### config.mk
export PLATFORM = sky130hd
export DESIGN_NAME = core_status_pointer_regs
export DESIGN_NICKNAME = d
export VERILOG_FILES = /design/src/rtl/core_status_pointer_pkg.sv /design/src/rtl/core_status_pointer_regs.sv
export SDC_FILE = /design/constraint.sdc
export NUM_CORES = 1
export LEC_CHECK = 0
export BUFFER_PORTS_ARGS = -buffer_cell sky130_fd_sc_hd__buf_2
export CAP_MARGIN = 25
export CORE_MARGIN = 3
export CORE_UTILIZATION = 30
export DETAILED_ROUTE_END_ITERATION = 7
export SYNTH_ARGS = -nofsm -noshare
export SYNTH_HDL_FRONTEND = slang
export SYNTH_SLANG_ARGS = --single-unit
### constraint.sdc
create_clock -name clk -period 4.9 [get_ports clk]
set_input_delay 0.245 -clock clk [delete_from_list [all_inputs] [get_ports clk]]
set_output_delay 0.245 -clock clk [all_outputs]
set_load 0.02 [all_outputs]
### src/rtl/core_status_pointer_pkg.sv
// Constants for the core status and pointer special registers
package core_status_pointer_pkg;
   // Special register byte addresses
   localparam logic [7:0] ADDR_STACK_TOP   = 8'h81;
   localparam logic [7:0] ADDR_IND_LOW     = 8'h82;
   localparam logic [7:0] ADDR_IND_HIGH    = 8'h83;
   localparam logic [7:0] ADDR_STATUS_WORD = 8'hd0;
   localparam logic [7:0] ADDR_OPERAND     = 8'he0;
   // Reset values
   localparam logic [7:0] RST_STACK_TOP    = 8'h07;
   localparam logic [7:0] RST_IND_LOW      = 8'h00;
   localparam logic [7:0] RST_IND_HIGH     = 8'h00;
   localparam logic [7:0] RST_STATUS_WORD  = 8'h00;
   localparam logic [7:0] RST_OPERAND      = 8'h00;
   // Status word field positions
   localparam int         POS_CARRY        = 7;
   localparam int         POS_NIBBLE       = 6;
   localparam int         POS_USER_A       = 5;
   localparam int         POS_BANK_HI      = 4;
   localparam int         POS_BANK_LO      = 3;
   localparam int         POS_WRAP         = 2;
   localparam int         POS_USER_B       = 1;
   localparam int         POS_PARITY       = 0;
   // Bit-addressable registers have these low three address bits
   localparam logic [2:0] BIT_ADDR_LOW     = 3'h0;
   // Special register space starts here
   localparam logic [7:0] SFR_BASE         = 8'h80;
   // Largest unsigned multiply result that does not overflow
   localparam logic [15:0] MUL_LIMIT       = 16'h00ff;
endpackage : core_status_pointer_pkg

### src/rtl/core_status_pointer_regs.sv
// Stack pointer, indirect pointer, accumulator and status word registers
//
// Function
// [RULE1] The stack top pointer holds the top of stack and is incremented before each push write.
// [RULE2] Reset loads the stack top pointer with 0x07.
// [RULE3] The low and high indirect pointer bytes together form one 16-bit flash pointer.
// [RULE4] Carry is set by a carry or borrow of the last arithmetic operation, else cleared by it.
// [RULE5] Nibble carry is set by a carry into or borrow from the upper nibble, else cleared.
// [RULE6] Status bits 5 and 1 are user flags changed only by software byte or bit writes.
// [RULE7] Status bits 4:3 select the register bank at base 0x00, 0x08, 0x10 or 0x18.
// [RULE8] Signed wrap flag is set by sign overflow, multiply above 255 or divide by zero.
// [RULE9] Those same instructions clear the signed wrap flag when no overflow occurs.
// [RULE10] Status bit 0 is read-only and shows odd parity of the accumulator.
// [RULE11] The accumulator is the eight-bit arithmetic operand register and resets to zero.
// [RULE12] Software never writes a one into a reserved bit.
// [RULE13] Special addresses without a register here do nothing and read as zero.
// [RULE14] A push increments the pointer and then the value goes to the new pointer address.
// [RULE15] Each bank is eight byte registers and only the selected bank is active.
// [RULE16] Status word and accumulator are reachable by bit as well as by byte.
// [RULE17] Writes to the parity bit are ignored; it tracks the accumulator in the same cycle.
`timescale 1ns/10ps
module core_status_pointer_regs (
   input  wire logic        clk,
   input  wire logic        rst_n,
   // Special register byte access
   input  wire logic [7:0]  sfr_addr,
   input  wire logic        sfr_wr_en,
   input  wire logic [7:0]  sfr_wr_data,
   output logic      [7:0]  sfr_rd_data,
   output logic             sfr_rd_hit,
   // Special register bit access
   input  wire logic [7:0]  sfr_bit_addr,
   input  wire logic        sfr_bit_wr_en,
   input  wire logic        sfr_bit_wr_val,
   output logic             sfr_bit_rd_data,
   // Datapath: stack
   input  wire logic        push_en,
   input  wire logic        pop_en,
   // Datapath: accumulator
   input  wire logic        acc_wr_en,
   input  wire logic [7:0]  acc_wr_data,
   // Datapath: indirect pointer
   input  wire logic        ptr_wr_en,
   input  wire logic [15:0] ptr_wr_data,
   input  wire logic        ptr_inc_en,
   // Datapath: flags
   input  wire logic        arith_en,
   input  wire logic        arith_carry,
   input  wire logic        arith_nibble_carry,
   input  wire logic        wrap_add_en,
   input  wire logic        wrap_add_ovf,
   input  wire logic        wrap_mul_en,
   input  wire logic [15:0] wrap_mul_result,
   input  wire logic        wrap_div_en,
   input  wire logic [7:0]  wrap_div_divisor,
   // Register views
   output logic      [7:0]  stack_top_pointer,
   output logic      [15:0] indirect_pointer_word,
   output logic      [7:0]  main_operand_reg,
   output logic      [7:0]  processor_status_word,
   output logic      [4:0]  bank_base
);

   ////////////////////////////////////////////////////////////////////////////
   // State

   typedef struct packed {
      logic [7:0] sp;
      logic [7:0] ind_low;
      logic [7:0] ind_high;
      logic [7:0] acc;
      logic       carry_flag;
      logic       nibble_carry_flag;
      logic       user_flag_a;
      logic       bank_select_hi;
      logic       bank_select_lo;
      logic       signed_wrap_flag;
      logic       user_flag_b;
      logic       parity;
      logic [7:0] rd_data;
      logic       rd_hit;
      logic       bit_rd;
   } state_t;

   state_t     state_reg;
   state_t     state_next;
   logic [7:0] psw_now;
   logic [7:0] bit_byte;
   logic [7:0] psw_wr;
   logic [7:0] acc_wr;
   logic [15:0] ptr_sum;
   logic        wrap_any_en;
   logic        wrap_val;
   logic [7:0]  bit_src;

   ////////////////////////////////////////////////////////////////////////////
   // Next state

   always_comb begin
      psw_now  = {state_reg.carry_flag, state_reg.nibble_carry_flag, state_reg.user_flag_a,
                  state_reg.bank_select_hi, state_reg.bank_select_lo,
                  state_reg.signed_wrap_flag, state_reg.user_flag_b, state_reg.parity};
      bit_byte = {sfr_bit_addr[7:3], core_status_pointer_pkg::BIT_ADDR_LOW};
      psw_wr   = psw_now;
      acc_wr   = state_reg.acc;
      ptr_sum  = 16'h0000;
      wrap_any_en = wrap_add_en | wrap_mul_en | wrap_div_en;
      wrap_val    = 1'b0;
      bit_src     = 8'h00;
      state_next  = state_reg;

      // Software byte writes
      if (sfr_wr_en) begin
         case (sfr_addr)
            core_status_pointer_pkg::ADDR_STACK_TOP:   state_next.sp = sfr_wr_data;
            core_status_pointer_pkg::ADDR_IND_LOW:     state_next.ind_low = sfr_wr_data;
            core_status_pointer_pkg::ADDR_IND_HIGH:    state_next.ind_high = sfr_wr_data;
            core_status_pointer_pkg::ADDR_STATUS_WORD: psw_wr = sfr_wr_data;
            core_status_pointer_pkg::ADDR_OPERAND:     acc_wr = sfr_wr_data;
            // [RULE13] Unmapped writes dropped
            default: ;
         endcase
      end

      // [RULE16] Bit writes to status word
      if (sfr_bit_wr_en && bit_byte == core_status_pointer_pkg::ADDR_STATUS_WORD) begin
         psw_wr[sfr_bit_addr[2:0]] = sfr_bit_wr_val;
      end
      // [RULE16] Bit writes to accumulator
      if (sfr_bit_wr_en && bit_byte == core_status_pointer_pkg::ADDR_OPERAND) begin
         acc_wr[sfr_bit_addr[2:0]] = sfr_bit_wr_val;
      end

      // [RULE6] User flags from software only
      state_next.user_flag_a       = psw_wr[core_status_pointer_pkg::POS_USER_A];
      state_next.user_flag_b       = psw_wr[core_status_pointer_pkg::POS_USER_B];
      // [RULE7] Bank select from software
      state_next.bank_select_hi    = psw_wr[core_status_pointer_pkg::POS_BANK_HI];
      state_next.bank_select_lo    = psw_wr[core_status_pointer_pkg::POS_BANK_LO];
      state_next.carry_flag        = psw_wr[core_status_pointer_pkg::POS_CARRY];
      state_next.nibble_carry_flag = psw_wr[core_status_pointer_pkg::POS_NIBBLE];
      state_next.signed_wrap_flag  = psw_wr[core_status_pointer_pkg::POS_WRAP];

      // [RULE4] Carry from arithmetic
      if (arith_en) begin
         state_next.carry_flag = arith_carry;
      end
      // [RULE5] Nibble carry from arithmetic
      if (arith_en) begin
         state_next.nibble_carry_flag = arith_nibble_carry;
      end

      // [RULE8] Overflow conditions
      if (wrap_add_en) begin
         wrap_val = wrap_add_ovf;
      end else if (wrap_mul_en) begin
         wrap_val = wrap_mul_result > core_status_pointer_pkg::MUL_LIMIT;
      end else if (wrap_div_en) begin
         wrap_val = wrap_div_divisor == 8'h00;
      end
      // [RULE9] Cleared when no overflow
      if (wrap_any_en) begin
         state_next.signed_wrap_flag = wrap_val;
      end

      // [RULE11] Accumulator update, datapath wins
      state_next.acc = acc_wr_en ? acc_wr_data : acc_wr;
      // [RULE10] [RULE17] Parity follows new accumulator
      state_next.parity = ^state_next.acc;

      // [RULE1] [RULE14] Pre-increment on push
      if (push_en) begin
         state_next.sp = state_reg.sp + 8'h01;
      end else if (pop_en) begin
         state_next.sp = state_reg.sp - 8'h01;
      end

      // [RULE3] Pointer load or step as one word
      if (ptr_wr_en) begin
         state_next.ind_high = ptr_wr_data[15:8];
         state_next.ind_low  = ptr_wr_data[7:0];
      end else if (ptr_inc_en) begin
         ptr_sum             = {state_reg.ind_high, state_reg.ind_low} + 16'h0001;
         state_next.ind_high = ptr_sum[15:8];
         state_next.ind_low  = ptr_sum[7:0];
      end

      // [RULE13] Read decode, unmapped reads zero
      state_next.rd_hit = 1'b1;
      case (sfr_addr)
         core_status_pointer_pkg::ADDR_STACK_TOP:   state_next.rd_data = state_reg.sp;
         core_status_pointer_pkg::ADDR_IND_LOW:     state_next.rd_data = state_reg.ind_low;
         core_status_pointer_pkg::ADDR_IND_HIGH:    state_next.rd_data = state_reg.ind_high;
         core_status_pointer_pkg::ADDR_STATUS_WORD: state_next.rd_data = psw_now;
         core_status_pointer_pkg::ADDR_OPERAND:     state_next.rd_data = state_reg.acc;
         default: begin
            state_next.rd_data = 8'h00;
            state_next.rd_hit  = 1'b0;
         end
      endcase

      // [RULE16] Bit reads
      case (bit_byte)
         core_status_pointer_pkg::ADDR_STATUS_WORD: bit_src = psw_now;
         core_status_pointer_pkg::ADDR_OPERAND:     bit_src = state_reg.acc;
         default:                                   bit_src = 8'h00;
      endcase
      state_next.bit_rd = bit_src[sfr_bit_addr[2:0]];
   end

   ////////////////////////////////////////////////////////////////////////////
   // Registers

   always_ff @(posedge clk or negedge rst_n) begin
      if (!rst_n) begin
         // [RULE2] Stack pointer reset value
         state_reg.sp                <= core_status_pointer_pkg::RST_STACK_TOP;
         state_reg.ind_low           <= core_status_pointer_pkg::RST_IND_LOW;
         state_reg.ind_high          <= core_status_pointer_pkg::RST_IND_HIGH;
         state_reg.acc               <= core_status_pointer_pkg::RST_OPERAND;
         state_reg.carry_flag        <= 1'b0;
         state_reg.nibble_carry_flag <= 1'b0;
         state_reg.user_flag_a       <= 1'b0;
         state_reg.bank_select_hi    <= 1'b0;
         state_reg.bank_select_lo    <= 1'b0;
         state_reg.signed_wrap_flag  <= 1'b0;
         state_reg.user_flag_b       <= 1'b0;
         state_reg.parity            <= 1'b0;
         state_reg.rd_data           <= 8'h00;
         state_reg.rd_hit            <= 1'b0;
         state_reg.bit_rd            <= 1'b0;
      end else begin
         state_reg <= state_next;
      end
   end

   ////////////////////////////////////////////////////////////////////////////
   // Outputs

   assign stack_top_pointer     = state_reg.sp;
   assign indirect_pointer_word = {state_reg.ind_high, state_reg.ind_low};
   assign main_operand_reg      = state_reg.acc;
   assign processor_status_word = psw_now;
   // [RULE15] One active bank base
   assign bank_base             = {state_reg.bank_select_hi, state_reg.bank_select_lo, 3'h0};
   assign sfr_rd_data           = state_reg.rd_data;
   assign sfr_rd_hit            = state_reg.rd_hit;
   assign sfr_bit_rd_data       = state_reg.bit_rd;

   ////////////////////////////////////////////////////////////////////////////
   // Checks

   property p_push_inc;
      @(posedge clk) disable iff (!rst_n)
      push_en |=> stack_top_pointer == $past(stack_top_pointer) + 8'h01;
   endproperty
   a_push_inc: assert property (p_push_inc) else $error("Push did not increment"); // [RULE1]

   property p_reset_sp;
      @(posedge clk) $rose(rst_n) |-> stack_top_pointer == 8'h07;
   endproperty
   a_reset_sp: assert property (p_reset_sp) else $error("Bad stack reset value"); // [RULE2]

   property p_ptr_inc;
      @(posedge clk) disable iff (!rst_n)
      (ptr_inc_en && !ptr_wr_en) |=>
         indirect_pointer_word == $past(indirect_pointer_word) + 16'h0001;
   endproperty
   a_ptr_inc: assert property (p_ptr_inc) else $error("Pointer step wrong"); // [RULE3]

   property p_carry;
      @(posedge clk) disable iff (!rst_n)
      arith_en |=> processor_status_word[7] == $past(arith_carry);
   endproperty
   a_carry: assert property (p_carry) else $error("Carry not from arithmetic"); // [RULE4]

   property p_nibble;
      @(posedge clk) disable iff (!rst_n)
      arith_en |=> processor_status_word[6] == $past(arith_nibble_carry);
   endproperty
   a_nibble: assert property (p_nibble) else $error("Nibble carry wrong"); // [RULE5]

   property p_user_hold;
      @(posedge clk) disable iff (!rst_n)
      (!sfr_wr_en && !sfr_bit_wr_en) |=>
         $stable({processor_status_word[5], processor_status_word[1]});
   endproperty
   a_user_hold: assert property (p_user_hold) else $error("User flag changed by hw"); // [RULE6]

   property p_bank;
      @(posedge clk) disable iff (!rst_n)
      (sfr_wr_en && sfr_addr == 8'hd0 && !sfr_bit_wr_en) |=>
         bank_base == {$past(sfr_wr_data[4:3]), 3'h0};
   endproperty
   a_bank: assert property (p_bank) else $error("Bank base mismatch"); // [RULE7]

   property p_mul_ovf;
      @(posedge clk) disable iff (!rst_n)
      (wrap_mul_en && !wrap_add_en) |=>
         processor_status_word[2] == ($past(wrap_mul_result) > 16'h00ff);
   endproperty
   a_mul_ovf: assert property (p_mul_ovf) else $error("Multiply overflow wrong"); // [RULE8]

   property p_div_ovf;
      @(posedge clk) disable iff (!rst_n)
      (wrap_div_en && !wrap_add_en && !wrap_mul_en) |=>
         processor_status_word[2] == ($past(wrap_div_divisor) == 8'h00);
   endproperty
   a_div_ovf: assert property (p_div_ovf) else $error("Divide overflow wrong"); // [RULE9]

   property p_parity;
      @(posedge clk) disable iff (!rst_n)
      processor_status_word[0] == ^main_operand_reg;
   endproperty
   a_parity: assert property (p_parity) else $error("Parity wrong"); // [RULE10]

   property p_acc_load;
      @(posedge clk) disable iff (!rst_n)
      acc_wr_en |=> main_operand_reg == $past(acc_wr_data);
   endproperty
   a_acc_load: assert property (p_acc_load) else $error("Accumulator load lost"); // [RULE11]

   property p_unmapped;
      @(posedge clk) disable iff (!rst_n)
      (sfr_addr == 8'h97) |=> (sfr_rd_data == 8'h00 && !sfr_rd_hit);
   endproperty
   a_unmapped: assert property (p_unmapped) else $error("Unmapped read not zero"); // [RULE13]

endmodule : core_status_pointer_regs

==> flow_summary.ini <==
[outcome]
run_status = completed

[timing]
max_slew_margin_pct = 37.0
timing.hold.ws_ps = 68.0
finalWorstSetupSlack_ps = 2380
finalSetupViolCount = 0
hold_violations = 0
tightest_slew_ps = 942
rsz0062_at_grt = no
period_share_pct = 51.4
fmax_mhz = 397
tns_ps = 0
min_period_ps = 2520
fin_worst_skew_ps = 4.84
slew_viol_final = 0

[floorplan]
start_util_pct = 30.9
pin_count = 144
die_h_um = 118
die_area_um2 = 13900
rows = 40
coreArea_um2 = 12200
die_x_um = 118

[grt]
grt_max_degree = 51
track_usage_pct = 18.8
grt_pass1_vias = 3890
grt_overflow_total = 0
antenna_found_initial = 0
grt_pass1_wl_um = 21400

[clock_network]
post_cts_buffers = 0
ctsLongestPathBuffers = 2
htree_num_levels = 2
cts_resized = 0
clk_pin_slew_worst_paths_ps = 70
cts_hold_buf = 0
numClockSinks = 50
cts_tree = built
cts_root_buf = clkbuf_16
cts_buffers = 5
clk_latency_ps = 290

[synthesis]
synth_top_cell_area_share_pct = 31.3
synth_cells = 465
synth_edf_count = 0
synthArstFlopShare_pct = 100
synth_area_um2 = 3760
synth.ff_latch_count = 50
synth_area_per_cell_um2 = 8.09
yosysSeqAreaShare_pct = 33.3
ys.flop_type = dfrtp_1
ys_top_cells_by_area = dfrtp_1 (31%), nand2_1 (5.4%), a21oi_1 (5.2%)
yosysUniqueCellTypes = 65
yosysWarnings = 0
yosys.area.top_type = dfrtp_1

[layout]
finalNonFillerCells = 747
largest_reg_flops = 16
fillers = 1264
antenna_cells = 0
post-route-util_pct = 38.3
drive_above_1_share_pct = 28.0
area_delta_synth_final_pct = 23.6
layout_commonest_cell = buf_2
nNetsFinal = 670
final_cell_mix = buf_2 (132), nand2_1 (54), nor2_1 (49), dfrtp_1 (47), a21oi_1 (39)

[critical_path]
reg2reg_depth = 8
r2r_end = indirect_pointer_word[10]
cpPeakStageDelay_ps = 660
slowest_stage = nor4b_1
rr_startpoint = indirect_pointer_word[0]
end_kind = register
path_buf_inv = 1
crit_fanout = 10
cp_cell_sequence = buf_2 -> nor4b_1 -> and4b_1 -> and2_1 -> mux2i_1 -> o21ai_1 -> a211oi_1 -> a21oi_1
crit_type = in -> reg
required_ps = 5080
cp.arrival_ps = 2690
cp_top_family = simple AND/OR/NAND/NOR gates
cp-start-kind = primary input
regToRegSetupSlack_ps = 2890

[run]
cap_violations = 0

[place]
port_buffers = 132
place.gp.congestion = 0.917
dp_cells = 738
dp_slack_ps = 2050
dp_hpwl_um = 10300

[detailed_routing]
avgRoutedWirePerCell_um = 17.9
drc = 0
dr.pass1.iters = 5
ant_nets = 0
drt_iter0_drc = 323
finalWirelength_um = 13400
drt-vias-per-instance = 5.35
num_vias = 3996

[hold_path]
min_path_type = in -> async

[power]
power_density_nw_per_um2 = 300
ir_drop_mv = 0.155
leakagePower_uw = 0.00206
==> metrics by stage <==
| stage | power [uW] | cell area, um^2 |
|---|---|---|
| after floorplan | 863 | 3770 |
| after global placement | 1050 | 4500 |
| after detailed placement | 1060 | 4500 |
| after CTS | 1410 | 4650 |
| after global routing | 1480 | 4650 |
| final | 1400 | 4650 |
==> worst reg2reg max path: stages (launching register included) <==
cell and delay (ps):
dfrtp_1 460, ha_1 260, nand2_1 80, nor2_1 320
nand3_1 200, xor2_1 170, a211oi_1 240, a21oi_1 60
a21oi_1 150
==> cells in the mapped netlist, drive strengths merged (2+ instances only) <==
| master | number |
|---|---|
| a22o | 2 |
| nor3b | 4 |
| xnor2 | 13 |
| dfstp | 3 |
| a22oi | 9 |
| inv | 15 |
| a221oi | 2 |
| nand3b | 4 |
| and3 | 5 |
| nand4 | 2 |
| a211oi | 10 |
| o21ai | 32 |
| mux2i | 19 |
| o31ai | 8 |
| dfrtp | 47 |
| nor3 | 16 |
| or3 | 5 |
| ha | 3 |
| a221o | 7 |
| and4 | 2 |
| xor2 | 7 |
| clkbuf | 16 |
| nor2 | 49 |
| nor2b | 4 |
| nor4b | 3 |
| and2 | 3 |
| o22ai | 9 |
| a31oi | 10 |
| nand2b | 8 |
| or3b | 2 |
| a2bb2oi | 3 |
| buf | 14 |
| a21oi | 39 |
| o311ai | 2 |
| nand3 | 15 |
| nand2 | 54 |
| or4 | 3 |
==> cell type report <==
class | count | area [um^2] | area share [%]
multi-input cells | 371 | 2310 | 49.6
flip-flops and latches | 50 | 1250 | 27.0
repair buffers | 134 | 676 | 14.5
well taps | 168 | 210 | 4.52
clock buffers | 5 | 125 | 2.69
inverters | 16 | 60.1 | 1.29
clock inverters | 3 | 21.3 | 0.457
==> worst max path at each step <==
stage               slack (ps)  cells after the start         from                        end
global placement          2160                      6  sfr_addr[5]  indirect_pointer_word[15]
CTS                       2340                      6  sfr_addr[5]  indirect_pointer_word[15]
finish                    2380                      8  sfr_addr[5]   processor_status_word[2]
floorplan                 2980                      9  sfr_addr[5]   processor_status_word[2]
global route              2360                      8  sfr_addr[5]   processor_status_word[2]
detailed placement        2050                      6  sfr_addr[5]  indirect_pointer_word[15]
==> cell families (layout without fill, tap and decap cells) <==
logic type	count (synthesis)	in the layout	share of synthesized area (%)
buffers and inverters	46	158	5.58
other	1	3	0.0996
adder cells (fa/ha/maj)	3	3	0.997
XOR/XNOR	20	20	4.65
multiplexers	20	20	5.35
flip-flops	50	50	33.3
AND/OR/NAND/NOR	183	183	25.0
AO/OA/AOI/OAI	142	142	25.0
==> power by group <==
| group | switching, uW | internal, uW |
|---|---|---|
| clock | 158 | 189 |
| sequential | 111 | 477 |
| combinational | 280 | 182 |
| total | 548 | 848 |
==> routing by layer <==
layer	global-route usage, %	part of all wire, %	vias to the layer above
li1	-	-	1917
met1	27.3	45	1886
met2	29.2	45	172
met3	3.27	8.0	21
met4	3.88	1.7	0
met5	0	0	-
Note: power is estimated with default switching activity, not from simulation.
